## src/hw/nbl_pkg.sv

```systemverilog
// Operation
// - Bus activity is accepted only while the host holds chip select low.
// - Address strobe high steers write strobe rising edge into address register.
// - Command strobe high steers write strobe rising edge into command register.
// - 8-bit bus: cycles one and two carry column A0-A11, upper nibble low.
// - 8-bit bus: cycles three to five carry row A12-A28; A18 picks plane.
// - 16-bit bus: column A0-A10 in two cycles; lines 15..8 always low.
// - 16-bit bus: cycles three to five carry row A11-A27; A17 picks plane.
// - Host drives every unused address bit low during address cycles.
// - Serial read: latch strobes low, chip select low, write strobe high.
// - Shared I/O lines carry command, address and data, told by strobes.
package nbl_pkg;

  // Clock and pin timing
  localparam int CLK_MHZ     = 125;
  localparam int T_WP_NS     = 12;   // Write strobe low
  localparam int T_WH_NS     = 10;   // Write strobe high
  localparam int T_REA_NS    = 20;   // read_access_delay
  localparam int T_REH_NS    = 10;   // Read strobe high
  localparam int T_WB_NS     = 100;  // Strobe to busy
  localparam int WP_CYC  = (T_WP_NS * CLK_MHZ + 999) / 1000;
  localparam int WH_CYC  = (T_WH_NS * CLK_MHZ + 999) / 1000;
  localparam int REA_CYC = (T_REA_NS * CLK_MHZ + 999) / 1000;
  localparam int REH_CYC = (T_REH_NS * CLK_MHZ + 999) / 1000;
  localparam int WB_CYC  = (T_WB_NS * CLK_MHZ + 999) / 1000;

  // Geometry and address layout
  localparam int BUS_W       = 16;
  localparam int COL_W       = 12;
  localparam int ROW_W       = 17;
  localparam int CNT_W       = 12;
  localparam int PAGES_PER_BLOCK = 64;
  localparam int PAGE_MAIN_BYTES = 2048;
  localparam int PAGE_SPARE_BYTES = 128;
  localparam int ADDR_CYCLES = 5;
  localparam int PLANE_ROW_BIT = 6;  // A18 on x8, A17 on x16
  localparam logic [7:0] CMD_READ_SETUP = 8'h00;

  // Host operations
  typedef enum logic [2:0] {
    NBL_OP_CMD   = 3'h0,
    NBL_OP_ADDR  = 3'h1,
    NBL_OP_WRITE = 3'h2,
    NBL_OP_READ  = 3'h3,
    NBL_OP_WAIT  = 3'h4
  } nbl_op_t;

  // One request from the user side
  typedef struct packed {
    nbl_op_t          op;
    logic [7:0]       cmd;
    logic [COL_W-1:0] col;
    logic [ROW_W-1:0] row;
    logic [CNT_W-1:0] count;
  } nbl_req_t;

  // Control pins toward the device
  typedef struct packed {
    logic ce_n;
    logic cle;
    logic ale;
    logic we_n;
    logic read_strobe_n;
    logic wp_n;
  } nbl_pins_t;

  localparam nbl_pins_t PINS_IDLE = '{1'b1, 1'b0, 1'b0, 1'b1, 1'b1, 1'b0};

endpackage : nbl_pkg

```

## src/hw/nbl_host.sv

```systemverilog
`timescale 1ns/1ps

// Word FIFO with registered flags
module nbl_fifo #(
  parameter int W     = 16,
  parameter int DEPTH = 8
) (
  // Clock and reset
  input  wire logic         clk_in,
  input  wire logic         rst_in,
  // Fill side
  input  wire logic         in_valid_in,
  output logic              in_ready_out,
  input  wire logic [W-1:0] in_data_in,
  // Drain side
  output logic              out_valid_out,
  input  wire logic         out_ready_in,
  output logic [W-1:0]      out_data_out
);
  localparam int AW = $clog2(DEPTH);
  logic [W-1:0] mem [DEPTH];
  logic [AW-1:0] wr_ptr, rd_ptr, next_wr_ptr, next_rd_ptr;
  logic [AW:0]   count, next_count;
  logic          push, pop;
  logic [W-1:0]  next_data;

  // Pointer and flag update
  always_comb begin
    push        = in_valid_in && in_ready_out;
    pop         = out_valid_out && out_ready_in;
    next_wr_ptr = push ? AW'(wr_ptr + 1'b1) : wr_ptr;
    next_rd_ptr = pop ? AW'(rd_ptr + 1'b1) : rd_ptr;
    next_count  = (AW+1)'(count + {{AW{1'b0}}, push}
                  - {{AW{1'b0}}, pop});
    // Head word after this edge; a word landing on it bypasses memory
    next_data   = (push && wr_ptr == next_rd_ptr) ? in_data_in
                                                  : mem[next_rd_ptr];
  end

  always_ff @(posedge clk_in or posedge rst_in) begin
    if (rst_in) begin
      wr_ptr        <= '0;
      rd_ptr        <= '0;
      count         <= '0;
      in_ready_out  <= 1'b1;
      out_valid_out <= 1'b0;
      out_data_out  <= '0;
    end else begin
      wr_ptr        <= next_wr_ptr;
      rd_ptr        <= next_rd_ptr;
      count         <= next_count;
      in_ready_out  <= next_count != (AW+1)'(DEPTH);
      out_valid_out <= next_count != '0;
      out_data_out  <= next_data;
    end
  end

  // Storage
  always_ff @(posedge clk_in) begin
    if (push) begin
      mem[wr_ptr] <= in_data_in;
    end
  end

endmodule : nbl_fifo

// Host controller driving the NAND pins
module nbl_host
  import nbl_pkg::*;
#(
  parameter int FIFO_DEPTH = 8
) (
  // Clock and reset
  input  wire logic             clk_in,
  input  wire logic             rst_in,
  // Request port
  input  wire logic             req_valid_in,
  output logic                  req_ready_out,
  input  wire nbl_req_t         req_in,
  input  wire logic             bus16_in,
  input  wire logic             write_enable_in,
  // Write data stream
  input  wire logic             wr_valid_in,
  output logic                  wr_ready_out,
  input  wire logic [BUS_W-1:0] wr_data_in,
  // Read data stream
  output logic                  rd_valid_out,
  input  wire logic             rd_ready_in,
  output logic [BUS_W-1:0]      rd_data_out,
  // Device pins
  output nbl_pins_t             ctrl_out,
  output logic [BUS_W-1:0]      io_out,
  output logic                  io_oe_n_out,
  input  wire logic [BUS_W-1:0] io_in,
  input  wire logic             ready_busy_n_in
);
  typedef enum logic [6:0] {
    ST_IDLE  = 7'h01,
    ST_SETUP = 7'h02,
    ST_WLOW  = 7'h04,
    ST_WHIGH = 7'h08,
    ST_RLOW  = 7'h10,
    ST_RHIGH = 7'h20,
    ST_WAIT  = 7'h40
  } nbl_state_t;

  nbl_state_t       state, next_state;
  nbl_req_t         req, next_req;
  nbl_pins_t        pins, next_pins;
  logic [7:0]       cnt, next_cnt;
  logic [CNT_W-1:0] beat, next_beat;
  logic [BUS_W-1:0] io, next_io;
  logic             oe_n, next_oe_n, req_rdy, next_req_rdy;
  logic             wf_valid, wf_pop, rf_ready, rf_push;
  logic [BUS_W-1:0] wf_data, rf_data;
  logic             last_beat;

  // Address byte for a given cycle; lines 15..8 stay low
  function automatic logic [7:0] addr_byte(
    input logic [2:0] idx,
    input nbl_req_t   r,
    input logic       wide
  );
    logic [7:0] b;
    b = 8'h00;
    if (idx == 3'h0) begin
      b = r.col[7:0];
    end else if (idx == 3'h1) begin
      b = wide ? {5'h00, r.col[10:8]} : {4'h0, r.col[11:8]};
    end else if (idx == 3'h2) begin
      b = r.row[7:0];
    end else if (idx == 3'h3) begin
      b = r.row[15:8];
    end else if (idx == 3'h4) begin
      b = {7'h00, r.row[16]};
    end
    return b;
  endfunction : addr_byte

  // Narrow data to the active bus width
  function automatic logic [BUS_W-1:0] bus_mask(
    input logic [BUS_W-1:0] d,
    input logic             wide
  );
    return wide ? d : {8'h00, d[7:0]};
  endfunction : bus_mask

  // Buffers in both data paths
  nbl_fifo #(.W(BUS_W), .DEPTH(FIFO_DEPTH)) u_wr_fifo (
    .clk_in        (clk_in),
    .rst_in        (rst_in),
    .in_valid_in   (wr_valid_in),
    .in_ready_out  (wr_ready_out),
    .in_data_in    (wr_data_in),
    .out_valid_out (wf_valid),
    .out_ready_in  (wf_pop),
    .out_data_out  (wf_data)
  );

  nbl_fifo #(.W(BUS_W), .DEPTH(FIFO_DEPTH)) u_rd_fifo (
    .clk_in        (clk_in),
    .rst_in        (rst_in),
    .in_valid_in   (rf_push),
    .in_ready_out  (rf_ready),
    .in_data_in    (rf_data),
    .out_valid_out (rd_valid_out),
    .out_ready_in  (rd_ready_in),
    .out_data_out  (rd_data_out)
  );

  // Sequencer next state
  always_comb begin
    next_state = state;
    next_req   = req;
    next_pins  = pins;
    next_cnt   = cnt;
    next_beat  = beat;
    next_io    = io;
    next_oe_n  = oe_n;
    wf_pop     = 1'b0;
    rf_push    = 1'b0;
    rf_data    = bus_mask(io_in, bus16_in);
    last_beat  = 1'b1;
    if (req.op == NBL_OP_ADDR) begin
      last_beat = beat == CNT_W'(ADDR_CYCLES - 1);
    end else if (req.op == NBL_OP_WRITE || req.op == NBL_OP_READ) begin
      last_beat = beat == CNT_W'(req.count - 1'b1);
    end
    case (state)
      ST_IDLE: begin
        next_pins.ce_n = 1'b1;
        next_oe_n      = 1'b1;
        if (ready_busy_n_in) begin
          next_pins.wp_n = write_enable_in;
        end
        if (req_valid_in && req_rdy) begin
          next_req  = req_in;
          next_beat = '0;
          if (req_in.op == NBL_OP_WAIT) begin
            next_cnt   = 8'(WB_CYC - 1);
            next_state = ST_WAIT;
          end else begin
            next_pins.ce_n = 1'b0;
            next_state     = ST_SETUP;
          end
        end
      end
      ST_SETUP: begin
        next_pins.cle = req.op == NBL_OP_CMD;
        next_pins.ale = req.op == NBL_OP_ADDR;
        if (req.op == NBL_OP_READ) begin
          next_oe_n = 1'b1;
          if (rf_ready) begin
            next_pins.read_strobe_n = 1'b0;
            next_cnt   = 8'(REA_CYC - 1);
            next_state = ST_RLOW;
          end
        end else if (req.op != NBL_OP_WRITE || wf_valid) begin
          if (req.op == NBL_OP_CMD) begin
            next_io = {8'h00, req.cmd};
          end else if (req.op == NBL_OP_ADDR) begin
            next_io = {8'h00, addr_byte(beat[2:0], req, bus16_in)};
          end else begin
            next_io = bus_mask(wf_data, bus16_in);
            wf_pop  = 1'b1;
          end
          next_oe_n      = 1'b0;
          next_pins.we_n = 1'b0;
          next_cnt       = 8'(WP_CYC - 1);
          next_state     = ST_WLOW;
        end
      end
      ST_WLOW: begin
        if (cnt == '0) begin
          next_pins.we_n = 1'b1;
          next_cnt       = 8'(WH_CYC - 1);
          next_state     = ST_WHIGH;
        end else begin
          next_cnt = cnt - 8'h01;
        end
      end
      ST_RLOW: begin
        if (cnt == '0) begin
          rf_push = 1'b1;
          next_pins.read_strobe_n = 1'b1;
          next_cnt   = 8'(REH_CYC - 1);
          next_state = ST_RHIGH;
        end else begin
          next_cnt = cnt - 8'h01;
        end
      end
      ST_WHIGH, ST_RHIGH: begin
        if (cnt != '0) begin
          next_cnt = cnt - 8'h01;
        end else begin
          next_beat = beat + 1'b1;
          if (last_beat) begin
            next_pins.ce_n = 1'b1;
            next_pins.cle  = 1'b0;
            next_pins.ale  = 1'b0;
            next_oe_n      = 1'b1;
            next_state     = ST_IDLE;
          end else begin
            next_state = ST_SETUP;
          end
        end
      end
      ST_WAIT: begin
        if (cnt != '0) begin
          next_cnt = cnt - 8'h01;
        end else if (ready_busy_n_in) begin
          next_state = ST_IDLE;
        end
      end
      default: begin
        next_state = ST_IDLE;
      end
    endcase
    next_req_rdy = next_state == ST_IDLE;
  end

  // Sequencer registers
  always_ff @(posedge clk_in or posedge rst_in) begin
    if (rst_in) begin
      state   <= ST_IDLE;
      req     <= '0;
      pins    <= PINS_IDLE;
      cnt     <= '0;
      beat    <= '0;
      io      <= '0;
      oe_n    <= 1'b1;
      req_rdy <= 1'b0;
    end else begin
      state   <= next_state;
      req     <= next_req;
      pins    <= next_pins;
      cnt     <= next_cnt;
      beat    <= next_beat;
      io      <= next_io;
      oe_n    <= next_oe_n;
      req_rdy <= next_req_rdy;
    end
  end

  assign ctrl_out      = pins;
  assign io_out        = io;
  assign io_oe_n_out   = oe_n;
  assign req_ready_out = req_rdy;
endmodule : nbl_host

```

## config.mk

```make
export PLATFORM = sky130hd
export DESIGN_NAME = nbl_host
export DESIGN_NICKNAME = d
export VERILOG_FILES = /design/src/hw/nbl_pkg.sv /design/src/hw/nbl_host.sv
export SDC_FILE = /design/constraint.sdc
export NUM_CORES = 1
export LEC_CHECK = 0
export ABC_AREA = 1
export BUFFER_PORTS_ARGS = -buffer_cell sky130_fd_sc_hd__buf_2
export CAP_MARGIN = 20
export CORE_ASPECT_RATIO = 1.4
export CORE_MARGIN = 2
export CORE_UTILIZATION = 45
export DETAILED_ROUTE_END_ITERATION = 8
export SYNTH_ARGS = -nofsm -noshare
export SYNTH_HDL_FRONTEND = slang
export SYNTH_SLANG_ARGS = --single-unit
```

## constraint.sdc

```tcl
create_clock -name clk_in -period 5.3 [get_ports clk_in]
set_input_delay 0.53 -clock clk_in [delete_from_list [all_inputs] [get_ports clk_in]]
set_output_delay 0.53 -clock clk_in [all_outputs]
set_load 0.1 [all_outputs]
```

==> impl_metrics.csv <==
group,metric,value,unit
grt,grt_pass1_wl,72000,um
routing,first_iter_violations,982,
logic_synthesis,synth_area_leader_cell,"edfxtp_1",
clocking,cts_hold_buf,0,
setup_path,cp_max_fo,49,
die,core,0.0403,mm^2
clocking,ctsLongestPathBuffers,3,
logic_synthesis,synthAdderAreaFrac,1.52,%
logic_synthesis,synth_top_family_by_area,"simple AND/OR/NAND/NOR gates",
logic_synthesis,syn_avg_cell_area,9.87,um^2
hold_path,holdCritPathClass,"in2async",
die,die_h,243,um
timing,min_period,3710,ps
grt,busiest_layer,"met2",
timing,setup_viol,0,
place,hpwl,30600,um
power,powerDensity,586,mW/mm^2
setup_path,startpoint_type,"flop",
job,drv_cap,0,
setup_path,cp-end-kind,"flop",
clocking,clock_sinks,415,
die,rows,87,
cells_and_area,instances_no_fill,2562,
cells_and_area,fillers,3677,
setup_path,arrival,4130,ps
logic_synthesis,synth-xor-area-share,1.24,%
run_status,status,"completed",
power,p_leak,9.18,nW
logic_synthesis,ys_seq_elements,415,
cells_and_area,drive_gt1_share,13.4,%
power,max-vdd-ir-drop,432,uV
clocking,worstSkewPairLatency,550,ps
clocking,cts_setup_buffers,0,
logic_synthesis,synth_cell_types,50,
logic_synthesis,synth_top_area_share,41.9,%
cells_and_area,syn_to_final_growth,14.6,%
logic_synthesis,synth_nets,1970,
setup_path,required,5730,ps
grt,grt_pass1_vias,13075,
logic_synthesis,synth_seq_area_share,63.7,%
place,placedCellCount,2484,
die,ios,134,
logic_synthesis,synth_cells,1857,
clocking,htreeDepth,2,
clocking,ctsRootBufferMaster,"clkbuf_16",
logic_synthesis,async_reset_ff_share,38.3,%
timing,drv_slew,0,
clocking,ctsResizeCount,0,
cells_and_area,diodes,0,
routing,via_per_inst,5.21,
logic_synthesis,synthSimpleGateAreaFrac,19.3,%
die,initial_core_util,45.5,%
routing,drtAntennaViolNets,0,
grt,grt.met3_usage,3.26,%
cells_and_area,nets,2107,
timing,rsz0062_at_grt,"false",
setup_path,critical_path_class,"reg2reg",
logic_synthesis,synth_mux_area_share,0.0614,%
routing,wire_per_inst,18.0,um
timing,tns,0,ps
routing,num_vias,13342,
timing,clock_skew,20.0,ps
logic_synthesis,synth_area_leaders,"edfxtp_1 42%, dfrtp_1 21%, nand2_1 10%",
logic_synthesis,synth_warnings,0,
clocking,cts_tree,"built",
grt,grt-ovfl-total,0,
routing,finalWirelength,46000,um
die,die_w,175,um
grt,grt.met1_usage,25.2,%
place,io_buffers,133,
timing,worst_slew_pin_slew,872,ps
logic_synthesis,synth_enable_flop_cells,256,
die,dieArea,0.0424,mm^2
logic_synthesis,ys.flop_type,"edfxtp_1",
routing,drc,0,
logic_synthesis,synth_compound_area_share,7.88,%
grt,grt_use_met2,40.9,%
place,place.gp.congestion,0.810,
clocking,cts_buffers,42,
routing,first_pass_iters,7,
clocking,clkTransAtPathRegs,60,ps
timing,period_share,70.0,%
logic_synthesis,syn_area,0.0183,mm^2
grt,grt_util_all_layers,21.9,%
grt,grt_start_max_net_pins,86,
timing,fmaxAchievable,0.270,GHz
timing,relSlewSlack,41.7,%
timing,final_hold_viol_count,0,
grt,antenna_found_initial,0,
-- state kept, by name, summed over array words and instances, names as in the netlist, 7 cells and up --
signal	count
beat	12
u_rd_fifo.out_data_out	16
req	52
u_wr_fifo.mem	128
io_out	16
state	7
u_rd_fifo.mem	128
u_wr_fifo.out_data_out	16
cnt	8
-- path summary, 6_finish.rpt --
check	start	endpoint	slack, ps	cells past startpoint
max	state[6]$_DFF_PP0_	u_wr_fifo.out_data_out[15]$_DFF_PP0_	1590	15
min	rst_in	u_rd_fifo.out_valid_out$_DFF_PP0_	120	2
max reg2reg	state[6]$_DFF_PP0_	u_wr_fifo.out_data_out[15]$_DFF_PP0_	1590	15
min reg2reg	req[38]$_DFFE_PP0P_	req[38]$_DFFE_PP0P_	470	2
max in group asynchronous	rst_in	req[8]$_DFFE_PP0P_	4080	3
min in group clk_in	req_in[32]	req[32]$_DFFE_PP0P_	190	3
-- cell usage after synthesis (all sizes together) (14+ instances only) --
| cell | number |
|---|---|
| nand4 | 21 |
| ha | 19 |
| inv | 222 |
| nand2 | 501 |
| dfrtp | 152 |
| o22ai | 30 |
| nand3 | 142 |
| a21oi | 32 |
| xnor2 | 14 |
| clkbuf | 36 |
| nor2 | 150 |
| o21ai | 160 |
| edfxtp | 256 |
| nor3 | 22 |
| buf | 32 |
-- where the power goes --
part           internal, mW  switching [mW]
Sequential             4.10           0.358
Combinational          1.26            3.65
Clock                  1.71            1.24
Total                  7.07            5.25
-- per-stage QoR --
| stage | cell area, um^2 | power (mW) | worst slack (ps) | utilization [%] | hold WS, ps |
|---|---|---|---|---|---|
| global route | 21000 | 13.1 | 1360 | 52.1 | 174 |
| finish | 21000 | 12.3 | 1590 | 52.1 | 116 |
| global placement | 19600 | 9.37 | 1750 | 48.7 | 450 |
| detailed placement | 19600 | 9.46 | 1670 | 48.7 | 455 |
| floorplan | 18300 | 8.19 | 490 | - | 437 |
| CTS | 21000 | 12.4 | 1620 | 52.1 | 153 |
-- placed cells by master, fill, tap and decap left out, types with 5 or more instances in the layout --
cell type / n
nor3_1: 11
xnor2_1: 14
xor2_1: 12
nand3_1: 140
ha_1: 19
o22ai_1: 30
nor3_2: 10
clkinv_2: 7
inv_1: 211
a32o_1: 8
nand4_1: 21
edfxtp_1: 256
buf_4: 28
o21ai_0: 151
nor2_1: 144
dfstp_2: 7
o2111ai_1: 5
clkbuf_16: 43
nor4_1: 5
nand2_2: 5
dfrtp_1: 152
buf_2: 133
clkinv_1: 8
clkbuf_1: 11
nand2_1: 496
a21oi_1: 31
inv_2: 10
o21ai_1: 7
-- worst max-delay path: stages (launching register included) --
cell     delay, ps
dfrtp_1        390
inv_1          120
nand3_2        140
nor2_4         190
inv_2          110
nor3_2         610
nand2_2        240
nand2_1        120
nand2_1         50
buf_4          300
nand2_1        150
nand2_2         70
nor2_4         430
nand3_4        370
nand3_1        200
nand2_1         70
-- per-layer routing --
| metal | routed length, um | vias to the layer above |
|---|---|---|
| met1 | 17600 | 6396 |
| met3 | 2230 | 93 |
| li1 | - | 6478 |
| met4 | 1650 | 0 |
| met2 | 24500 | 375 |
| met5 | 0 | - |
-- cell families after synthesis --
family,Yosys count
buffers and inverters,294
adder cells (fa/ha/maj),21
multiplexers,1
AO/OA/AOI/OAI,253
XOR/XNOR,26
flip-flops,415
AND/OR/NAND/NOR,847
-- final cells by class --
class | count | area [um^2] | area share (%)
clock buffer | 59 | 1180 | 5.62
clock inverter | 19 | 195 | 0.929
inverter | 226 | 853 | 4.06
multi-input combinational | 1148 | 5560 | 26.5
sequential | 415 | 11700 | 55.6
tap | 534 | 668 | 3.18
timing repair buffer | 161 | 876 | 4.17
Power figures use the tool's default switching activity.
